File: src/afs_pkg.sv
// Constants and types of the serial audio frame formatter
package afs_pkg;
   localparam int POS_W = 10;
   localparam logic [2:0] REG_CTRL = 3'h0;
   localparam logic [2:0] REG_OFS1 = 3'h1;
   localparam logic [2:0] REG_OFS2 = 3'h2;
   localparam logic [2:0] REG_LEFT = 3'h3;
   localparam logic [2:0] REG_RIGHT = 3'h4;
   localparam logic [2:0] REG_STAT = 3'h5;
   localparam logic [POS_W-1:0] POS_MAX = 10'h3FF;
   localparam logic [POS_W-1:0] POS_ONE = 10'h001;

   typedef logic [POS_W:0] afs_ext_t;

   typedef enum logic [1:0] {
      FR_RJ = 2'h0,
      FR_LJ = 2'h1,
      FR_I2S = 2'h2,
      FR_DSP = 2'h3
   } afs_frame_e;

   typedef struct packed {
      logic bclk_inv;
      logic tri_en;
      logic slot_en;
      logic swap;
      logic [1:0] wlen;
      afs_frame_e mode;
   } afs_ctrl_s;

   localparam afs_ctrl_s CTRL_RST = 8'h41;

   typedef struct packed {
      logic bclk_m;
      logic bclk_s;
      logic bclk_d;
      logic wclk_m;
      logic wclk_s;
      logic wclk_d;
      afs_ctrl_s ctrl;
      logic [7:0] ofs1;
      logic [7:0] ofs2;
      logic [31:0] left;
      logic [31:0] right;
      logic [31:0] sh_l;
      logic [31:0] sh_r;
      logic [POS_W-1:0] pos_half;
      logic [POS_W-1:0] pos_frame;
      logic [POS_W-1:0] len_hi;
      logic [POS_W-1:0] len_lo;
      logic [POS_W-1:0] frame_len;
      logic [15:0] frame_cnt;
      logic dout;
      logic oe;
      logic [31:0] rdata;
   } afs_state_s;

   localparam afs_state_s ST_RST = '{ctrl: CTRL_RST, pos_half: POS_MAX,
      pos_frame: POS_MAX, default: '0};

   // Word length in bit clocks
   function automatic afs_ext_t afs_wlen(input logic [1:0] code);
      case (code)
         2'h0: afs_wlen = 11'h010;
         2'h1: afs_wlen = 11'h014;
         2'h2: afs_wlen = 11'h018;
         default: afs_wlen = 11'h020;
      endcase
   endfunction : afs_wlen
endpackage : afs_pkg

File: src/afs_formatter.sv
// Serial audio frame formatter, transmit side
//
// The register offsets and the address-and-strobe port were decided locally.
`timescale 1ns/1ps
module afs_formatter (
   input wire logic SYS_CLK_I,
   input wire logic NRST_I,
   input wire logic CE_I,
   input wire logic BCLK_I,
   input wire logic WCLK_I,
   input wire logic [2:0] ADDR_I,
   input wire logic [31:0] WDATA_I,
   input wire logic WR_I,
   input wire logic RD_I,
   output logic [31:0] RDATA_O,
   output logic DOUT_O,
   output logic DOUT_OE_O
);

   ////////////////////////////////////////////////////////////////////////
   // Helpers

   function automatic logic in_win(input afs_pkg::afs_ext_t pos,
         input afs_pkg::afs_ext_t st, input afs_pkg::afs_ext_t wl);
      in_win = (pos >= st) && (pos < st + wl);
   endfunction : in_win

   // MSB first: position st carries bit wl-1
   function automatic logic bit_of(input logic [31:0] smp,
         input afs_pkg::afs_ext_t pos, input afs_pkg::afs_ext_t st,
         input afs_pkg::afs_ext_t wl);
      afs_pkg::afs_ext_t k;
      k = wl - 11'h001 - (pos - st);
      bit_of = smp[k[4:0]];
   endfunction : bit_of

   function automatic logic [afs_pkg::POS_W-1:0] sat_inc(
         input logic [afs_pkg::POS_W-1:0] v);
      sat_inc = (v == afs_pkg::POS_MAX) ? v : v + afs_pkg::POS_ONE;
   endfunction : sat_inc

   ////////////////////////////////////////////////////////////////////////
   // State

   afs_pkg::afs_state_s s_reg;
   afs_pkg::afs_state_s s_next;

   afs_pkg::afs_ctrl_s ctrl;
   afs_pkg::afs_ext_t wl;
   afs_pkg::afs_ext_t off1;
   afs_pkg::afs_ext_t off2;
   afs_pkg::afs_ext_t base;
   afs_pkg::afs_ext_t gap;
   afs_pkg::afs_ext_t half_len;
   afs_pkg::afs_ext_t s1;
   afs_pkg::afs_ext_t s2;
   afs_pkg::afs_ext_t pos;
   afs_pkg::afs_ext_t start_sel;
   logic [afs_pkg::POS_W-1:0] new_half;
   logic [afs_pkg::POS_W-1:0] new_frame;
   logic [4:0] wmsb;
   logic [31:0] smp_l;
   logic [31:0] smp_r;
   logic is_rj;
   logic is_dsp;
   logic cap_rise;
   logic shift;
   logic wchg;
   logic rise;
   logic slot_eff;
   logic use_frame;
   logic rj_ok;
   logic left_half;
   logic act1;
   logic act2;
   logic act;
   logic sel_left;
   logic out_bit;
   logic [31:0] rd_mux;

   assign ctrl = s_reg.ctrl;
   assign is_rj = (ctrl.mode == afs_pkg::FR_RJ);
   assign is_dsp = (ctrl.mode == afs_pkg::FR_DSP);
   assign wl = afs_pkg::afs_wlen(ctrl.wlen);
   assign wmsb = 5'(wl - 11'h001);
   assign off1 = {3'h0, s_reg.ofs1};
   assign off2 = {3'h0, s_reg.ofs2};

   ////////////////////////////////////////////////////////////////////////
   // Bit clock edges and frame position

   // DSP captures on falling edges, the others on rising; inversion flips both
   assign cap_rise = ~(is_dsp ^ ctrl.bclk_inv);
   // Output changes on the opposite edge so a bit is valid at capture
   assign shift = (s_reg.bclk_s != s_reg.bclk_d) && (s_reg.bclk_s == ~cap_rise);
   assign wchg = (s_reg.wclk_s != s_reg.wclk_d);
   assign rise = wchg && s_reg.wclk_s;
   assign new_half = wchg ? afs_pkg::POS_ONE : sat_inc(s_reg.pos_half);
   assign new_frame = rise ? afs_pkg::POS_ONE : sat_inc(s_reg.pos_frame);
   assign smp_l = rise ? s_reg.left : s_reg.sh_l;
   assign smp_r = rise ? s_reg.right : s_reg.sh_r;

   ////////////////////////////////////////////////////////////////////////
   // Channel windows

   assign slot_eff = ctrl.slot_en && !is_rj;
   // Slot modes and DSP count from the word clock rise only
   assign use_frame = slot_eff || is_dsp;
   assign base = (ctrl.mode == afs_pkg::FR_I2S) ? 11'h002 : 11'h001;
   assign half_len = {1'b0, s_reg.wclk_s ? s_reg.len_hi : s_reg.len_lo};
   assign rj_ok = half_len >= wl;

   // Right-justified ends on the last capture edge of the previous same half
   always_comb begin
      if (is_rj) begin
         s1 = half_len - wl + 11'h001;
      end else begin
         s1 = off1 + base;
      end
   end

   // Gap from first LSB to second MSB
   always_comb begin
      if (!slot_eff) begin
         gap = 11'h000;
      end else if (is_dsp) begin
         gap = (off2 == 11'h000) ? 11'h000 : off2 - 11'h001;
      end else begin
         gap = off2;
      end
   end

   assign s2 = s1 + wl + gap;
   assign pos = {1'b0, use_frame ? new_frame : new_half};
   // Half framings: left in the high half (low half for I2S), swapped on request
   assign left_half = ((ctrl.mode == afs_pkg::FR_I2S) ? ~s_reg.wclk_s : s_reg.wclk_s)
      ^ ctrl.swap;
   assign act1 = in_win(pos, s1, wl) && (!is_rj || rj_ok);
   assign act2 = use_frame && in_win(pos, s2, wl);
   assign act = act1 || act2;
   assign sel_left = use_frame ? (act1 ? ~ctrl.swap : ctrl.swap)
      : left_half;
   assign start_sel = act1 ? s1 : s2;
   assign out_bit = bit_of(sel_left ? smp_l : smp_r, pos, start_sel, wl);

   ////////////////////////////////////////////////////////////////////////
   // Register read mux

   always_comb begin
      case (ADDR_I)
         afs_pkg::REG_CTRL: rd_mux = {24'h000000, s_reg.ctrl};
         afs_pkg::REG_OFS1: rd_mux = {24'h000000, s_reg.ofs1};
         afs_pkg::REG_OFS2: rd_mux = {24'h000000, s_reg.ofs2};
         afs_pkg::REG_LEFT: rd_mux = s_reg.left;
         afs_pkg::REG_RIGHT: rd_mux = s_reg.right;
         afs_pkg::REG_STAT: rd_mux = {6'h00, s_reg.frame_len, s_reg.frame_cnt};
         default: rd_mux = 32'h00000000;
      endcase
   end

   ////////////////////////////////////////////////////////////////////////
   // Next state

   always_comb begin
      s_next = s_reg;
      if (CE_I) begin
         s_next.bclk_m = BCLK_I;
         s_next.bclk_s = s_reg.bclk_m;
         s_next.bclk_d = s_reg.bclk_s;
         s_next.wclk_m = WCLK_I;
         s_next.wclk_s = s_reg.wclk_m;
         s_next.rdata = RD_I ? rd_mux : 32'h00000000;
         if (WR_I) begin
            case (ADDR_I)
               afs_pkg::REG_CTRL: s_next.ctrl = WDATA_I[7:0];
               afs_pkg::REG_OFS1: s_next.ofs1 = WDATA_I[7:0];
               afs_pkg::REG_OFS2: s_next.ofs2 = WDATA_I[7:0];
               afs_pkg::REG_LEFT: s_next.left = WDATA_I;
               afs_pkg::REG_RIGHT: s_next.right = WDATA_I;
               default: s_next.rdata = s_next.rdata;
            endcase
         end
         if (shift) begin
            s_next.wclk_d = s_reg.wclk_s;
            s_next.pos_half = new_half;
            s_next.pos_frame = new_frame;
            if (wchg) begin
               if (s_reg.wclk_s) begin
                  s_next.len_lo = s_reg.pos_half;
               end else begin
                  s_next.len_hi = s_reg.pos_half;
               end
            end
            if (rise) begin
               s_next.sh_l = s_reg.left;
               s_next.sh_r = s_reg.right;
               s_next.frame_len = s_reg.pos_frame;
               s_next.frame_cnt = s_reg.frame_cnt + 16'h0001;
            end
            s_next.dout = act && out_bit;
            s_next.oe = act || !ctrl.tri_en;
         end
      end
   end

   always_ff @(posedge SYS_CLK_I or negedge NRST_I) begin
      if (!NRST_I) begin
         s_reg <= afs_pkg::ST_RST;
      end else begin
         s_reg <= s_next;
      end
   end

   assign RDATA_O = s_reg.rdata;
   assign DOUT_O = s_reg.dout;
   assign DOUT_OE_O = s_reg.oe;

   ////////////////////////////////////////////////////////////////////////
   // Checks

   logic lm;
   logic rm;
   logic slm;
   logic srm;
   logic sll;
   logic step;
   assign lm = s_reg.left[wmsb];
   assign rm = s_reg.right[wmsb];
   assign slm = s_reg.sh_l[wmsb];
   assign srm = s_reg.sh_r[wmsb];
   assign sll = s_reg.sh_l[0];
   assign step = CE_I && shift;

   AST_LJ_FIRST: assert property (@(posedge SYS_CLK_I) disable iff (!NRST_I)
      (step && rise && ctrl.mode == afs_pkg::FR_LJ && !ctrl.slot_en && !ctrl.swap
      && s_reg.ofs1 == 8'h00) |=> (DOUT_OE_O && DOUT_O == $past(lm)))
      else $error("LJ left MSB missing after word clock rise");

   AST_LJ_SWAP: assert property (@(posedge SYS_CLK_I) disable iff (!NRST_I)
      (step && rise && ctrl.mode == afs_pkg::FR_LJ && !ctrl.slot_en && ctrl.swap
      && s_reg.ofs1 == 8'h00) |=> (DOUT_OE_O && DOUT_O == $past(rm)))
      else $error("LJ swapped right MSB missing");

   AST_LJ_SLOT: assert property (@(posedge SYS_CLK_I) disable iff (!NRST_I)
      (step && !wchg && ctrl.mode == afs_pkg::FR_LJ && ctrl.slot_en && !ctrl.swap
      && s_reg.ofs1 == 8'h00 && {1'b0, new_frame} == 11'h001 + wl + off2)
      |=> (DOUT_OE_O && DOUT_O == $past(srm)))
      else $error("LJ slot right MSB misplaced");

   AST_I2S_LEFT: assert property (@(posedge SYS_CLK_I) disable iff (!NRST_I)
      (step && ctrl.mode == afs_pkg::FR_I2S && !ctrl.slot_en && !ctrl.swap
      && s_reg.ofs1 == 8'h00 && !s_reg.wclk_s && new_half == 10'h002)
      |=> (DOUT_OE_O && DOUT_O == $past(slm)))
      else $error("I2S left MSB not on second edge");

   AST_DSP_B2B: assert property (@(posedge SYS_CLK_I) disable iff (!NRST_I)
      (step && !wchg && is_dsp && !ctrl.slot_en && !ctrl.swap && s_reg.ofs1 == 8'h00
      && {1'b0, new_frame} == wl + 11'h001) |=> (DOUT_OE_O && DOUT_O == $past(srm)))
      else $error("DSP right word not back to back");

   AST_DSP_SLOT: assert property (@(posedge SYS_CLK_I) disable iff (!NRST_I)
      (step && !wchg && is_dsp && ctrl.slot_en && !ctrl.swap && s_reg.ofs1 == 8'h00
      && s_reg.ofs2 != 8'h00 && {1'b0, new_frame} == wl + off2)
      |=> (DOUT_OE_O && DOUT_O == $past(srm)))
      else $error("DSP slot right MSB misplaced");

   AST_RJ_LSB: assert property (@(posedge SYS_CLK_I) disable iff (!NRST_I)
      (step && is_rj && !wchg && s_reg.wclk_s && !ctrl.swap && s_reg.len_hi >= wl[9:0]
      && new_half == s_reg.len_hi) |=> (DOUT_OE_O && DOUT_O == $past(sll)))
      else $error("RJ left LSB not before word clock fall");

   AST_RJ_NOSLOT: assert property (@(posedge SYS_CLK_I) disable iff (!NRST_I)
      (step && is_rj && ctrl.slot_en && ctrl.tri_en && !in_win(pos, s1, wl))
      |=> !DOUT_OE_O)
      else $error("Slot mode active in right-justified framing");

   AST_TRI: assert property (@(posedge SYS_CLK_I) disable iff (!NRST_I)
      (step && !act && ctrl.tri_en) |=> !DOUT_OE_O)
      else $error("Output driven in an empty cycle");

   AST_LOW: assert property (@(posedge SYS_CLK_I) disable iff (!NRST_I)
      (step && !act && !ctrl.tri_en) |=> (DOUT_OE_O && !DOUT_O))
      else $error("Empty cycle not driven low");

   AST_SHIFT_ONLY: assert property (@(posedge SYS_CLK_I) disable iff (!NRST_I)
      !step |=> ($stable(DOUT_O) && $stable(DOUT_OE_O)))
      else $error("Data changed away from a shift edge");

endmodule : afs_formatter

File: config.mk
export PLATFORM = sky130hd
export DESIGN_NAME = afs_formatter
export DESIGN_NICKNAME = d
export VERILOG_FILES = /design/src/afs_pkg.sv /design/src/afs_formatter.sv
export SDC_FILE = /design/constraint.sdc
export NUM_CORES = 1
export LEC_CHECK = 0
export BUFFER_PORTS_ARGS = -buffer_cell sky130_fd_sc_hd__buf_2
export CAP_MARGIN = 15
export CORE_UTILIZATION = 40
export DETAILED_ROUTE_END_ITERATION = 12
export MAX_ROUTING_LAYER = met4
export SLEW_MARGIN = 40
export SYNTH_ARGS = -nofsm -noshare
export SYNTH_HDL_FRONTEND = slang
export SYNTH_SLANG_ARGS = --single-unit
File: constraint.sdc
create_clock -name SYS_CLK_I -period 9.4 [get_ports SYS_CLK_I]
set_clock_uncertainty 0.15 [all_clocks]
set_input_delay 1.88 -clock SYS_CLK_I [delete_from_list [all_inputs] [get_ports SYS_CLK_I]]
set_output_delay 1.88 -clock SYS_CLK_I [all_outputs]
set_load 0.1 [all_outputs]
==> flow_summary.toml <==
[status]
status = "complete, no violations"

[grt]
grt_pass1_vias = 12715
grt_start_max_net_pins = 96
grt_use_total = 0.229
grt_pass1_wl_um = 72200
antenna_found_initial = 0
overflow = 0

[final_layout]
syn_to_final_growth_pct = 10.6
num_antenna_cells = 0
drive_gt1_frac = 0.184
layout.cells.non_filler = 2302
largest_reg_flops = 200
layout.nets = 1888

[clock_tree]
root_buffer = "clkbuf_16"
cts_setup_buffers = 0
cts_buffer_depth = 3
post_cts_resized = 0
insertion_delay_ns = 0.56
cts_hold_buffers = 0
numClockSinks = 258
path_clk_slew_ns = 0.07
cts_tree = "done"
cts_buffers = 29
cts_max_level = 1

[detailed_routing]
viasPerCell = 5.50
vias = 12664
drcViolationCount = 0
drt_wl_total_um = 45400
wl_per_cell_um = 19.7
drt-pass1-iter-count = 5
final_antenna_net_count = 0
first_iter_violations = 914

[synthesis]
synth-edff-count = 0
ys_seq_area_frac = 0.400
ys_types = 83
synth_ff_type = "dfrtp_1"
syn_avg_cell_area_um2 = 9.31
ys_ff_latch = 258
synthCells = 1742
synth_warnings = 0
async_flop_share = 1.00
synth_area_um2 = 16200

[placed_design]
dp_cells = 2247
io_buffer_count = 75
hpwl_um = 33200
routabilityCongestion = 0.926
dp_slack_ns = 1.13

[timing]
grt_setup_unrepaired = "false"
worst_slew_pin_slew_ns = 0.829
relSlewSlack = 0.446
finalSetupTns_ns = 0
finalHoldViolCount = 0
finalCritPeriodShare = 0.887
setup_ws_ns = 1.06
timing.final.crit_period_ns = 8.34
finalMaxSlewViolations = 0
setup_viol_count_final = 0
fmax_ghz = 0.120

[power_and_ir_drop]
p_leak_uw = 0.00830
max-vdd-ir-drop_v = 0.000205
pwr_density_cell_nw_per_um2 = 374

[floorplanning]
start_util = 0.407
die_w_um = 203
std_cell_rows = 73
io_pins = 76
dieArea_um2 = 41400
core_area_um2 = 39800
die_h_um = 203

[setup_path]
crit_type = "reg2reg"
cp-end-kind = "flop"
reg2reg_from = "s_reg[253]"
rrSetupSlack_ns = 1.06
critPathMaxFanout = 14
arrival_ns = 8.65
reg2reg_to = "DOUT_O"
worst_setup_path_start_kind = "flop"
critPathRequiredTime_ns = 9.71
reg2reg_depth = 27

[job]
drv_cap = 0

[hold_path]
hold_path.class = "reg2reg"
min_to = "s_reg[49]"
min_from = "s_reg[49]"
min_path_cells = 1
-- cell type report --
| type | count | area, µm² |
|---|---|---|
| well taps | 525 | 657 |
| multi-input cells | 1282 | 8900 |
| inverters | 88 | 330 |
| repair buffers | 95 | 598 |
| fillers | 3905 | 21900 |
| flip-flops and latches | 258 | 6480 |
| clock inverters | 17 | 169 |
| clock buffers | 37 | 806 |
-- power by group --
part	total (µW)	internal (µW)	switching (µW)	leakage, µW
logic	3890	1590	2300	0.00453
registers	1650	1370	277	0.00328
clock network	1170	686	481	0.000487
-- cells in the final DEF (no fill, tap or decap), drive strengths merged, types with 5 or more instances in the layout --
| cell type | n |
|---|---|
| nand2 | 331 |
| dfrtp | 236 |
| mux2 | 125 |
| nor2 | 103 |
| buf | 95 |
| inv | 89 |
| ha | 85 |
| a21oi | 85 |
| mux2i | 73 |
| o21ai | 68 |
| xnor2 | 49 |
| o22ai | 47 |
| nand3 | 38 |
| clkbuf | 37 |
| xor2 | 25 |
| dfstp | 22 |
| nand2b | 18 |
| a21o | 18 |
| nor3 | 17 |
| or3 | 13 |
| nor2b | 12 |
| nand4 | 11 |
| clkinv | 11 |
| and3 | 10 |
| o211ai | 9 |
| a31oi | 9 |
| a211oi | 9 |
| mux4 | 8 |
| a221oi | 8 |
| o22a | 7 |
| a22oi | 7 |
| fa | 7 |
| and2 | 7 |
| o31ai | 7 |
| nor4 | 6 |
| or2 | 6 |
| nand3b | 5 |
-- metal layers --
metal / GRT usage / wire (µm) / up-vias
li1: - / - / 6074
met1: 0.305 / 21200 / 6239
met2: 0.362 / 20900 / 275
met3: 0.0246 / 1850 / 76
met4: 0.0776 / 1390 / 0
met5: - / 0 / -
-- worst max path at each step --
stage	startpoint	endpoint	slack, ns	cells past startpoint
finish	s_reg[253]	DOUT_O	1.06	27
global route	s_reg[253]	DOUT_O	0.63	29
CTS	s_reg[253]	DOUT_O	1.10	27
detailed placement	s_reg[253]	DOUT_O	1.13	27
global placement	s_reg[253]	DOUT_O	1.37	30
floorplan	s_reg[253]	DOUT_O	1.91	30
-- logic make-up after synthesis --
kind of cell	Yosys count	synth area share
AOI/OAI and AO/OA	321	0.128
xor gates and xnor gates	74	0.0404
adders and majority gates	92	0.0742
buffers and inverters	203	0.0566
DFF	258	0.400
muxes	206	0.144
other	1	0.000231
and+or+nand+nor	587	0.157
-- through the flow --
stage	power [µW]	instance area, µm²	hold WS [ns]	util
after global routing	7230	17900	0.346	0.451
after global placement	5400	16900	0.307	0.423
after detailed placement	5490	16900	0.311	0.425
final	6700	17900	0.322	0.451
after floorplan	4500	16200	0.295	-
after CTS	6700	17900	0.326	0.450
-- worst max-delay path, stage by stage, from the launching register on --
cell and delay (ns):
dfrtp_1 0.80, mux2_2 0.43, ha_1 0.29, ha_1 0.34
a21oi_1 0.17, xor2_1 0.09, o21ai_0 0.32, ha_1 0.34
a21o_1 0.20, a21oi_1 0.33, nor3_1 0.11, xnor2_1 0.26
inv_1 0.07, ha_1 0.29, a2111o_1 0.45, o21a_1 0.23
a211oi_4 0.46, mux2_2 0.39, ha_1 0.18, ha_1 0.57
nand2b_1 0.31, nor2_1 0.10, a41oi_1 0.23, o211ai_1 0.11
a211o_1 0.28, o31ai_1 0.25, nor4_1 0.09, a221o_1 0.36
-- Yosys cell counts (all sizes together), types with 5 or more instances --
| master | n | share of area |
|---|---|---|
| a211oi | 9 | 0.0049 |
| a21o | 18 | 0.0083 |
| a21oi | 85 | 0.027 |
| a221oi | 8 | 0.0043 |
| a22oi | 7 | 0.0032 |
| a31oi | 9 | 0.0035 |
| and2 | 7 | 0.0029 |
| and3 | 10 | 0.0039 |
| buf | 51 | 0.021 |
| clkbuf | 64 | 0.015 |
| dfrtp | 236 | 0.36 |
| dfstp | 22 | 0.036 |
| fa | 7 | 0.0086 |
| ha | 85 | 0.066 |
| inv | 88 | 0.020 |
| mux2 | 125 | 0.087 |
| mux2i | 73 | 0.046 |
| mux4 | 8 | 0.011 |
| nand2 | 331 | 0.077 |
| nand2b | 18 | 0.0069 |
| nand3 | 38 | 0.012 |
| nand3b | 5 | 0.0023 |
| nand4 | 11 | 0.0042 |
| nor2 | 103 | 0.024 |
| nor2b | 12 | 0.0046 |
| nor3 | 17 | 0.0052 |
| nor4 | 6 | 0.0027 |
| o211ai | 9 | 0.0042 |
| o21ai | 68 | 0.021 |
| o22a | 7 | 0.0038 |
| o22ai | 47 | 0.018 |
| o31ai | 7 | 0.0032 |
| or2 | 6 | 0.0023 |
| or3 | 13 | 0.0050 |
| xnor2 | 49 | 0.027 |
| xor2 | 25 | 0.013 |
No activity file was read; power rests on OpenSTA's default activity.
